[config.mk]
export PLATFORM = sky130hd
export DESIGN_NAME = rdq_writer
export DESIGN_NICKNAME = d
export VERILOG_FILES = /design/src/design/rdq_pkg.sv /design/src/design/rdq_writer.sv
export SDC_FILE = /design/constraint.sdc
export NUM_CORES = 2
export LEC_CHECK = 0
export BUFFER_PORTS_ARGS = -buffer_cell sky130_fd_sc_hd__buf_2
export CAP_MARGIN = 20
export CORE_MARGIN = 5
export CORE_UTILIZATION = 60
export CTS_CLUSTER_DIAMETER = 150
export DETAILED_ROUTE_END_ITERATION = 7
export PLACE_DENSITY_LB_ADDON = 0.25
export SYNTH_ARGS = -nofsm -noshare
export SYNTH_HDL_FRONTEND = slang
export SYNTH_SLANG_ARGS = --single-unit
[constraint.sdc]
create_clock -name aclk -period 10.56 [get_ports aclk]
set_input_delay 0.528 -clock aclk [delete_from_list [all_inputs] [get_ports aclk]]
set_output_delay 0.528 -clock aclk [all_outputs]
set_load 0.02 [all_outputs]
[src/design/rdq_pkg.sv]
// Purpose: shared constants and types of the receive done-queue writer
// Assumes: AXI4-Lite register access with 32-bit data and 16-bit addresses
// Notes: address, pointer, timer and control registers are 16 bits wide in the low half of a word; status, irq enable and config are narrower
package rdq_pkg;

   // ----------------------------------------------------------------
   // register byte addresses
   // ----------------------------------------------------------------
   localparam logic [15:0] ADR_BASE_LOW = 16'h0730;
   localparam logic [15:0] ADR_BASE_HIGH = 16'h0734;
   localparam logic [15:0] ADR_END_INDEX = 16'h0738;
   localparam logic [15:0] ADR_HOST_READ_PTR = 16'h073c;
   localparam logic [15:0] ADR_DMA_WRITE_PTR = 16'h0740;
   localparam logic [15:0] ADR_FLUSH_TIMER = 16'h0744;
   localparam logic [15:0] ADR_DMA_STATUS = 16'h0750;
   localparam logic [15:0] ADR_IRQ_ENABLE = 16'h0754;
   localparam logic [15:0] ADR_MASTER_CFG = 16'h0758;
   localparam logic [15:0] ADR_QUEUE_CTRL = 16'h0780;

   // ----------------------------------------------------------------
   // field positions
   // ----------------------------------------------------------------
   localparam int QCTRL_THR_LSB = 8;         // post_status_threshold, 3 bits
   localparam int STAT_POST_BIT = 0;         // done_post_status_flag
   localparam int STAT_ERR_BIT = 1;          // done_post_error_flag
   localparam int CFG_RX_EN_BIT = 0;         // rx_dma_enable_bit
   localparam int DESC_CHAN_LSB = 16;
   localparam int DESC_FILLED_BUFFER_COUNT_LSB = 24;
   localparam int DESC_STATUS_LSB = 27;
   localparam int DESC_EOF_BIT = 30;
   localparam int DESC_VALID_BIT = 31;

   // ----------------------------------------------------------------
   // reset values and codes
   // ----------------------------------------------------------------
   localparam logic [15:0] RST_REG16 = 16'h0000;
   localparam logic [15:0] PTR_WRAP = 16'h0000;
   localparam logic [2:0] THR_AT_END = 3'h0;     // post only at packet end
   localparam logic [2:0] FILLED_BUFFER_COUNT_WHOLE = 3'h0;
   localparam logic [2:0] PSTAT_RESERVED = 3'h7; // never produced
   localparam logic [2:0] PSTAT_PCI_ABORT = 3'h6;
   localparam logic [1:0] RESP_OKAY = 2'h0;
   localparam logic [1:0] RESP_SLVERR = 2'h2;

   // ----------------------------------------------------------------
   // carriers
   // ----------------------------------------------------------------
   // one filled receive buffer; eof marks the last buffer of a packet
   typedef struct packed {
      logic [15:0] desc_index;   // relative to receive descriptor base
      logic [7:0] channel;       // channel number minus one
      logic [2:0] chan_thr;      // channel_post_threshold of this channel
      logic eof;
      logic [2:0] pkt_status;
   } rdq_event_t;

   // one dword write into host memory
   typedef struct packed {
      logic [31:0] addr;
      logic [31:0] data;
   } rdq_mwr_t;

   typedef enum logic [0:0] {ST_IDLE, ST_WRITE} rdq_state_e_t;

   typedef struct packed {
      // register bus
      logic aw_ready;
      logic w_ready;
      logic aw_held;
      logic w_held;
      logic [15:0] aw_addr;
      logic [31:0] w_data;
      logic [3:0] w_strb;
      logic b_valid;
      logic [1:0] b_resp;
      logic ar_ready;
      logic r_valid;
      logic [31:0] r_data;
      logic [1:0] r_resp;
      // registers
      logic [15:0] base_low;
      logic [15:0] base_high;
      logic [15:0] end_index;
      logic [15:0] host_read_ptr;
      logic [15:0] dma_write_ptr;
      logic [15:0] flush_timer;
      logic [15:0] queue_ctrl;
      logic [1:0] status;
      logic [1:0] irq_en;
      logic rx_en;
      logic irq;
      // posting engine
      logic ev_ready;
      rdq_state_e_t st;
      logic [7:0] write_count;
      logic mw_valid;
      rdq_mwr_t mw;
   } rdq_state_t;

   localparam rdq_state_t RDQ_STATE_RST = '0;

endpackage

[src/design/rdq_writer.sv]
// Purpose: posts one-dword completion descriptors into a circular done queue
// Assumes: one clock; host memory writes leave through a valid/ready port
// Notes: per-channel buffer counts are held in a local 256-entry array
`timescale 1ns/1ps

module rdq_writer
   import rdq_pkg::*;
(
   // clock and reset
   input wire logic aclk,
   input wire logic aresetn,
   // register bus write address
   input wire logic [15:0] s_axi_awaddr,
   input wire logic [2:0] s_axi_awprot,
   input wire logic s_axi_awvalid,
   output logic s_axi_awready,
   // register bus write data
   input wire logic [31:0] s_axi_wdata,
   input wire logic [3:0] s_axi_wstrb,
   input wire logic s_axi_wvalid,
   output logic s_axi_wready,
   // register bus write response
   output logic [1:0] s_axi_bresp,
   output logic s_axi_bvalid,
   input wire logic s_axi_bready,
   // register bus read address
   input wire logic [15:0] s_axi_araddr,
   input wire logic [2:0] s_axi_arprot,
   input wire logic s_axi_arvalid,
   output logic s_axi_arready,
   // register bus read data
   output logic [31:0] s_axi_rdata,
   output logic [1:0] s_axi_rresp,
   output logic s_axi_rvalid,
   input wire logic s_axi_rready,
   // filled-buffer events from the receive dma
   input wire rdq_event_t ev,
   input wire logic ev_valid,
   output logic ev_ready,
   // descriptor writes toward host memory
   output rdq_mwr_t mw,
   output logic mw_valid,
   input wire logic mw_ready,
   // interrupt request
   output logic irq
);

   // ----------------------------------------------------------------
   // helpers
   // ----------------------------------------------------------------

   // byte-lane merge for a 16-bit register in the low half of a word
   function automatic logic [15:0] merge16(input logic [15:0] old, input logic [31:0] data,
                                           input logic [3:0] strb);
      logic [15:0] res;
      res = old;
      if (strb[0]) begin
         res[7:0] = data[7:0];
      end
      if (strb[1]) begin
         res[15:8] = data[15:8];
      end
      return res;
   endfunction

   // pointer after one dword, wrapped once it passes the end index
   function automatic logic [15:0] ptr_advance(input logic [15:0] ptr,
                                               input logic [15:0] end_idx);
      logic [16:0] inc;
      inc = {1'b0, ptr} + 17'h00001;
      if (inc > {1'b0, end_idx}) begin
         return PTR_WRAP;
      end
      return inc[15:0];
   endfunction

   // ----------------------------------------------------------------
   // state
   // ----------------------------------------------------------------
   rdq_state_t s;
   rdq_state_t next_s;
   logic [2:0] chan_count [0:255];
   logic cnt_we;
   logic [7:0] cnt_addr;
   logic [2:0] cnt_wdata;

   // ----------------------------------------------------------------
   // next-state logic
   // ----------------------------------------------------------------
   always_comb begin
      logic [1:0] stat_set;
      logic [1:0] stat_clr;
      logic [2:0] new_count;
      logic post;
      logic [2:0] filled_buffer_count;
      logic [15:0] wp_next;
      logic [7:0] need;
      logic [31:0] base;
      logic do_write;
      stat_set = 2'h0;
      stat_clr = 2'h0;
      new_count = 3'h0;
      post = 1'b0;
      filled_buffer_count = FILLED_BUFFER_COUNT_WHOLE;
      wp_next = 16'h0000;
      need = 8'h00;
      base = {s.base_high, s.base_low};
      do_write = 1'b0;
      cnt_we = 1'b0;
      cnt_addr = ev.channel;
      cnt_wdata = 3'h0;
      next_s = s;

      // write channel: address and data taken in either order
      if (s_axi_awvalid && s.aw_ready) begin
         next_s.aw_ready = 1'b0;
         next_s.aw_held = 1'b1;
         next_s.aw_addr = s_axi_awaddr;
      end
      if (s_axi_wvalid && s.w_ready) begin
         next_s.w_ready = 1'b0;
         next_s.w_held = 1'b1;
         next_s.w_data = s_axi_wdata;
         next_s.w_strb = s_axi_wstrb;
      end
      if (!s.aw_held && !s.aw_ready && !s.b_valid && !(s_axi_awvalid && s.aw_ready)) begin
         next_s.aw_ready = 1'b1;
      end
      if (!s.w_held && !s.w_ready && !s.b_valid && !(s_axi_wvalid && s.w_ready)) begin
         next_s.w_ready = 1'b1;
      end
      if (s.aw_held && s.w_held && !s.b_valid) begin
         do_write = 1'b1;
         next_s.aw_held = 1'b0;
         next_s.w_held = 1'b0;
         next_s.b_valid = 1'b1;
         next_s.b_resp = RESP_OKAY;
      end
      if (s.b_valid && s_axi_bready) begin
         next_s.b_valid = 1'b0;
         next_s.aw_ready = 1'b1;
         next_s.w_ready = 1'b1;
      end

      // register writes
      if (do_write) begin
         unique case (s.aw_addr)
            ADR_BASE_LOW: next_s.base_low = merge16(s.base_low, s.w_data, s.w_strb);
            ADR_BASE_HIGH: next_s.base_high = merge16(s.base_high, s.w_data, s.w_strb);
            ADR_END_INDEX: next_s.end_index = merge16(s.end_index, s.w_data, s.w_strb);
            ADR_HOST_READ_PTR: begin
               next_s.host_read_ptr = merge16(s.host_read_ptr, s.w_data, s.w_strb);
            end
            ADR_DMA_WRITE_PTR: begin
               // host may seed the pointer only while the dma is stopped
               if (!s.rx_en) begin
                  next_s.dma_write_ptr = merge16(s.dma_write_ptr, s.w_data, s.w_strb);
               end
            end
            ADR_FLUSH_TIMER: next_s.flush_timer = merge16(s.flush_timer, s.w_data, s.w_strb);
            ADR_QUEUE_CTRL: next_s.queue_ctrl = merge16(s.queue_ctrl, s.w_data, s.w_strb);
            ADR_DMA_STATUS: begin
               if (s.w_strb[0]) begin
                  stat_clr = s.w_data[1:0]; // write one to clear
               end
            end
            ADR_IRQ_ENABLE: begin
               if (s.w_strb[0]) begin
                  next_s.irq_en = s.w_data[1:0];
               end
            end
            ADR_MASTER_CFG: begin
               if (s.w_strb[0]) begin
                  next_s.rx_en = s.w_data[CFG_RX_EN_BIT];
               end
            end
            default: next_s.b_resp = RESP_SLVERR;
         endcase
      end

      // read channel
      if (s.r_valid && s_axi_rready) begin
         next_s.r_valid = 1'b0;
         next_s.ar_ready = 1'b1;
      end else if (!s.r_valid && !s.ar_ready) begin
         next_s.ar_ready = 1'b1;
      end
      if (s_axi_arvalid && s.ar_ready) begin
         next_s.ar_ready = 1'b0;
         next_s.r_valid = 1'b1;
         next_s.r_resp = RESP_OKAY;
         next_s.r_data = 32'h00000000;
         unique case (s_axi_araddr)
            ADR_BASE_LOW: next_s.r_data[15:0] = s.base_low;
            ADR_BASE_HIGH: next_s.r_data[15:0] = s.base_high;
            ADR_END_INDEX: next_s.r_data[15:0] = s.end_index;
            ADR_HOST_READ_PTR: next_s.r_data[15:0] = s.host_read_ptr;
            ADR_DMA_WRITE_PTR: next_s.r_data[15:0] = s.dma_write_ptr;
            ADR_FLUSH_TIMER: next_s.r_data[15:0] = s.flush_timer;
            ADR_QUEUE_CTRL: next_s.r_data[15:0] = s.queue_ctrl;
            ADR_DMA_STATUS: next_s.r_data[1:0] = s.status;
            ADR_IRQ_ENABLE: next_s.r_data[1:0] = s.irq_en;
            ADR_MASTER_CFG: next_s.r_data[CFG_RX_EN_BIT] = s.rx_en;
            default: next_s.r_resp = RESP_SLVERR;
         endcase
      end

      // posting engine
      unique case (s.st)
         ST_IDLE: begin
            if (ev_valid && s.ev_ready) begin
               new_count = chan_count[ev.channel] + 3'h1;
               if (ev.chan_thr == THR_AT_END) begin
                  post = ev.eof;
                  filled_buffer_count = FILLED_BUFFER_COUNT_WHOLE;
               end else begin
                  // a short packet posts fewer buffers than its threshold
                  post = ev.eof || (new_count == ev.chan_thr);
                  filled_buffer_count = new_count;
               end
               cnt_we = 1'b1;
               cnt_wdata = (post || ev.chan_thr == THR_AT_END) ? 3'h0 : new_count;
               if (post) begin
                  wp_next = ptr_advance(s.dma_write_ptr, s.end_index);
                  if (wp_next == s.host_read_ptr) begin
                     stat_set[STAT_ERR_BIT] = 1'b1;
                  end else begin
                     next_s.st = ST_WRITE;
                     next_s.mw_valid = 1'b1;
                     next_s.mw.addr = base + {14'h0000, s.dma_write_ptr, 2'b00};
                     next_s.mw.data = 32'h00000000;
                     next_s.mw.data[15:0] = ev.desc_index;
                     next_s.mw.data[DESC_CHAN_LSB +: 8] = ev.channel;
                     next_s.mw.data[DESC_FILLED_BUFFER_COUNT_LSB +: 3] = filled_buffer_count;
                     // status only means something on the last descriptor
                     if (ev.eof) begin
                        next_s.mw.data[DESC_STATUS_LSB +: 3] =
                           (ev.pkt_status == PSTAT_RESERVED) ? PSTAT_PCI_ABORT : ev.pkt_status;
                     end
                     next_s.mw.data[DESC_EOF_BIT] = ev.eof;
                     next_s.mw.data[DESC_VALID_BIT] = 1'b0;
                     // same lane order whatever the data endianness
                  end
               end
            end
         end
         ST_WRITE: begin
            if (mw_ready) begin
               next_s.mw_valid = 1'b0;
               next_s.st = ST_IDLE;
               next_s.dma_write_ptr = ptr_advance(s.dma_write_ptr, s.end_index);
               need = 8'h01 << s.queue_ctrl[QCTRL_THR_LSB +: 3];
               if (s.write_count + 8'h01 >= need) begin
                  stat_set[STAT_POST_BIT] = 1'b1;
                  next_s.write_count = 8'h00;
               end else begin
                  next_s.write_count = s.write_count + 8'h01;
               end
            end
         end
      endcase

      // ready needs idle and receive enable; it drops for one cycle after each event taken in idle, and stays low while a posted write waits for mw_ready
      next_s.ev_ready = (next_s.st == ST_IDLE) && next_s.rx_en
                        && !(ev_valid && s.ev_ready && s.st == ST_IDLE);

      // status: a set in the clearing cycle wins
      next_s.status = (s.status & ~stat_clr) | stat_set;
      next_s.irq = |(next_s.status & next_s.irq_en);
   end

   // ----------------------------------------------------------------
   // registers
   // ----------------------------------------------------------------
   always_ff @(posedge aclk) begin
      if (!aresetn) begin
         s <= RDQ_STATE_RST;
      end else begin
         s <= next_s;
      end
   end

   // per-channel filled-buffer counters
   always_ff @(posedge aclk) begin
      if (!aresetn) begin
         for (int i = 0; i < 256; i++) begin
            chan_count[i] <= 3'h0;
         end
      end else if (cnt_we) begin
         chan_count[cnt_addr] <= cnt_wdata;
      end
   end

   // ----------------------------------------------------------------
   // outputs
   // ----------------------------------------------------------------
   assign s_axi_awready = s.aw_ready;
   assign s_axi_wready = s.w_ready;
   assign s_axi_bvalid = s.b_valid;
   assign s_axi_bresp = s.b_resp;
   assign s_axi_arready = s.ar_ready;
   assign s_axi_rvalid = s.r_valid;
   assign s_axi_rdata = s.r_data;
   assign s_axi_rresp = s.r_resp;
   assign ev_ready = s.ev_ready;
   assign mw = s.mw;
   assign mw_valid = s.mw_valid;
   assign irq = s.irq;

endmodule

# Yosys cells after proc, flatten, opt, wreduce, memory -nomap -nowiden
# Memories as Yosys holds them, arrays and structs flattened.
# Cells that the tools add are included.
[word_totals]
ff_bits = 253
latch_bits = 0
mem_bits_rw = 768
rom_bits = 0
input_bits = 114
output_inout_bits = 108
wordCells = 221
mem_count = 1
[op_classes]
add_sub_neg = 4
n_mul = 0
div = 0
n_lt_le_gt_ge = 2
eq_ne = 27
shifts = 1
muxes = 85
bitwise = 8
reduce_logical = 57
[memory_table]
columns = ["name", "words", "word_bits", "rd", "rd_clocked_by_memory_dff", "wr", "line_no", "text"]
rows = [
  ["chan_count", 256, 3, 1, 0, 256, "rdq_writer.sv:82", "logic [2:0] chan_count [0:255];"],
]
[op_table]
columns = ["cell", "count"]
rows = [
  ["16-bit by 11-bit equality test with 1-bit output, second input constant", 20],
  ["65-bit two-way mux", 3],
  ["16-bit two-way mux", 12],
  ["14-bit case mux with 7 select lines", 1],
  ["8-bit two-way mux", 8],
  ["48-bit two-way mux", 1],
  ["1-bit two-way mux", 36],
  ["3-bit AND reduction", 12],
  ["35-bit two-way mux", 1],
  ["32-bit by 18-bit adder with 32-bit output", 1],
  ["3-bit two-way mux", 8],
  ["2-bit two-way mux", 10],
  ["10-bit OR reduction", 2],
  ["1-bit logical AND", 18],
  ["16-bit by 1-bit adder with 17-bit output, second input constant", 1],
  ["17-bit by 16-bit greater-than comparator with 1-bit output", 1],
  ["16-bit equality test", 1],
  ["1-bit zero test", 10],
  ["10-bit two-way mux", 1],
  ["1-bit case mux with 10 select lines", 1],
  ["1-bit case mux with 9 select lines", 1],
  ["8-bit by 1-bit adder with 8-bit output, second input constant", 1],
  ["8-bit greater-or-equal comparator", 1],
  ["2-bit != test, second input constant", 4],
  ["other kinds (17)", 29],
]

# Longest topological paths before layout
# An unclocked memory read counts as a cell.
[depth]
ltp_word = 22
ltp_mapped = 20
ltp_nobuf = 17

# Least setup slack after synthesis
# Ideal clock, no wire load.
[synth_path]
path_kind = "input to register"
start = "input port ev[7] (netlist bit)"
end = "memory chan_count[147][0] (data pin)"
setup_ns = 0.256
t_arrival_ns = 5.209
required_ns = 10.304
slack_ns = 5.095
cell_stages = 18
path_buffers = 8
path_cell_list = "buf_6 > buf_4 > buf_6 > buf_2 > buf_2 > buf_2 > mux4_2 > mux4_2 > mux4_2 > mux4_2 > ha_1 > xor2_1 > mux2i_1 > o211ai_1 > nand4_1 > buf_2 > buf_2 > nor2_1"
[synth_rtl]
columns = ["element", "line_no", "text"]
rows = [
  ["start, declared", "rdq_writer.sv:37", "input wire rdq_event_t ev,"],
  ["end, declared", "rdq_writer.sv:82", ""],
]

==> metrics <==
vias in the first global route approximately 32,000; Clk Latency, worst-skew pair 0.69 ns; FMAX about 0.15 GHz; gr usage total ~29%; WS Path Type in -> reg; crit-path leading delay family buffers and inverters; RSZ-0062 raised after global routing no; row count between 100 and 150; Root Driver clkbuf_16; max incr delay on CP between 0.7 and 0.8 ns; postcts setup bufs 0; status completed; CP bufs+invs 5; Initial DRC Count ~4,300; placer's final routability congestion estimate roughly 0.9; Post-DP HPWL about 79,000 µm; Initial DRT Pass Iterations 6; Die Y roughly 290 µm; fraction of registers with async set/reset 0%; DRC errors left 0; crit path cell chain buf_8, buf_4, mux4_2, a22o_1, a221oi_1, o22ai_1, o31a_1, a211oi_1, a21o_1, inv_1, ha_1, xor2_1, mux2i_1, o211ai_1, nand4_1, buf_12, buf_4, nor2_1; CTS Buffer Depth 3; min Tclk post-route a little under 7 ns; Worst VDD drop approximately 0.13 mV; number of flops mapped to enable cells by yosys roughly 770; Seq/Total Area, Yosys ~58%; Initial Util around 60%; Via density around 6.1; CP max stage cell buf_4; total core area 80,200 µm²; Min Hold Slack approximately 0.085 ns; Worst Path Max Fanout approximately 140; H-tree level count 3; most frequent cells in the layout 968 x nor2_1, 814 x nand2_1, 768 x edfxtp_1; drt wl/cell about 23 µm; Final nets around 4,400; vias about 33,000; Power Total about 8500 µW; Cell Pwr Density 162 nW/µm²; Synth Cell Area 48,300 µm²; die outline area 86,300 µm²; Die Width 294 µm; leading cell type in the layout, fill and taps excluded nor2_1; #FFs+latches synth slightly above 1,000; Leak approximately 0.019 µW; ys flop type edfxtp_1; Port-buffer cells approximately 180; CP dominant cell by count buf_4; Critical Path Sink Type flip-flop; remaining global-route overflow 0; clk_skew ~0.029 ns; Sink Count slightly above 1,000; syn avg cell area approximately 11 µm²; Netlist cell types 76; global-route wire length before repair between 150,000 and 200,000 µm; final setup violating endpoints 0; Synth Instances ~4,300; Setup TNS 0 ns; final wirelength between 100,000 and 150,000 µm; Final Hold Viols 0; CTS buffer count 105; Period Utilization, post-route between 60% and 70%; Yosys top cell by area edfxtp_1; Core Util, Final 65.6%; pin count of the biggest net entering global routing 150; most area-consuming cells after synthesis edfxtp_1 48%, dfxtp_1 10%, mux4_2 9.3%; dpl cells roughly 5,200; num ports 222; post_cts resized 0; CP arrival between 7 and 8 ns; Rel. slew slack between 20% and 30%; Worst Path Required 10.95 ns; CP Launch Type input pin; Non-Filler Instances about 5,400; initial antenna violation count 6; Hold Crit Class in -> reg; clk slew on worst S/H paths around 0.06 ns; area grow syn2layout 8.86%; Least-Margin Pin Slew about 1.1 ns; layout cells sized above 1 14.8%; CTS tree built; top-area cell type share of the netlist area between 40% and 50%; Post-CTS Hold Buffers 0; Final Max Tran Viols 0; Max Cap Viol 0; synth warn 0; post-detailed-route count of antenna-violating nets 0
[power by group]
part | total, µW | switching, µW | leakage [µW] | internal, µW
Clock | 3620 | 1570 | 0.00166 | 2050
Combinational | 462 | 286 | 0.00734 | 176
Sequential | 4450 | 48.5 | 0.00996 | 4400
[worst register-to-register path, delay by kind of cell (launching register included)]
| kind | cells | cell delay, ns |
|---|---|---|
| DFF | 1 | 0.69 |
| AOI/OAI and AO/OA | 5 | 1.53 |
| and+or+nand+nor | 7 | 1.81 |
| muxes | 1 | 0.24 |
| buffers and inverters | 2 | 0.64 |
| adders and majority gates | 2 | 0.58 |
| xor gates and xnor gates | 1 | 0.44 |
[cells by family (layout without fill, tap and decap cells)]
family / after synthesis / after routing / share of synthesized area [%]
AO/OA/AOI/OAI: 333 / 333 / 4.69
XOR/XNOR: 58 / 58 / 1.05
adder cells (fa/ha/maj): 44 / 44 / 1.16
buffers and inverters: 441 / 495 / 4.84
flip-flops: 1020 / 1020 / 58.2
multiplexers: 405 / 405 / 13.6
other: 1 / 20 / 0.00776
AND/OR/NAND/NOR: 1998 / 1998 / 16.5
[cells in the mapped netlist (all sizes together), types with 12 or more instances]
library cell	number
xor2	26
dfxtp	252
nor2	981
nand2	814
a21o	15
nand2b	17
o21ai	39
mux4	199
a222oi	15
a21oi	100
nand3	40
edfxtp	768
nand4	12
ha	43
a22oi	55
a22o	14
and3	15
nor3	39
clkbuf	154
mux2i	204
buf	249
nand3b	12
inv	37
xnor2	32
a31oi	14
nor2b	16
a221oi	27
[state kept, by name, summed over array words and instances, names as in the netlist, named ones only]
name	flops
chan_count	768
ev_ready	1
irq	1
mw	63
mw_valid	1
s	162
s_axi_arready	1
s_axi_awready	1
s_axi_bresp	1
s_axi_bvalid	1
s_axi_rdata	16
s_axi_rresp	1
s_axi_rvalid	1
s_axi_wready	1
[layer usage]
layer  GRT usage (%)  up-vias  routed length, µm
met5               0        -                 34
met4            9.55        6               4880
met3            5.56      317              13800
met2            45.6     1870              59000
met1            40.6    16100              47200
li1                -    15100                  -
[final timing paths]
path	start	to	slack [ns]	depth (start not counted)
worst max-delay path	ev[7]	chan_count[48][1]$_SDFFCE_PN0P_	3.75	18
worst max register to register	s[113]$_SDFF_PN0_	mw[58]$_SDFFE_PN0P_	4.47	18
worst min-delay path	ev[18]	mw[3]$_SDFFE_PN0P_	0.08	3
worst min register to register	s_axi_rdata[14]$_SDFFE_PN0P_	s_axi_rdata[14]$_SDFFE_PN0P_	0.45	2
[per-stage QoR]
| step | setup WS (ns) | cell area, µm² |
|---|---|---|
| detailed placement | 3.04 | 49200 |
| global placement | 3.10 | 49200 |
| floorplan | 5.09 | 48400 |
| CTS | 3.74 | 52500 |
| finish | 3.75 | 52600 |
| global route | 3.28 | 52600 |
[area by class of cell]
class	count	area [µm²]
Sequential cell	1020	28100
Fill cell	5897	27600
Multi-Input combinational cell	2856	18000
Clock buffer	124	2770
Timing Repair Buffer	257	1580
Tap cell	1060	1330
Clock inverter	76	624
Inverter	38	145
Antenna cell	2	5.00
Note: power is estimated with default switching activity, not from simulation.
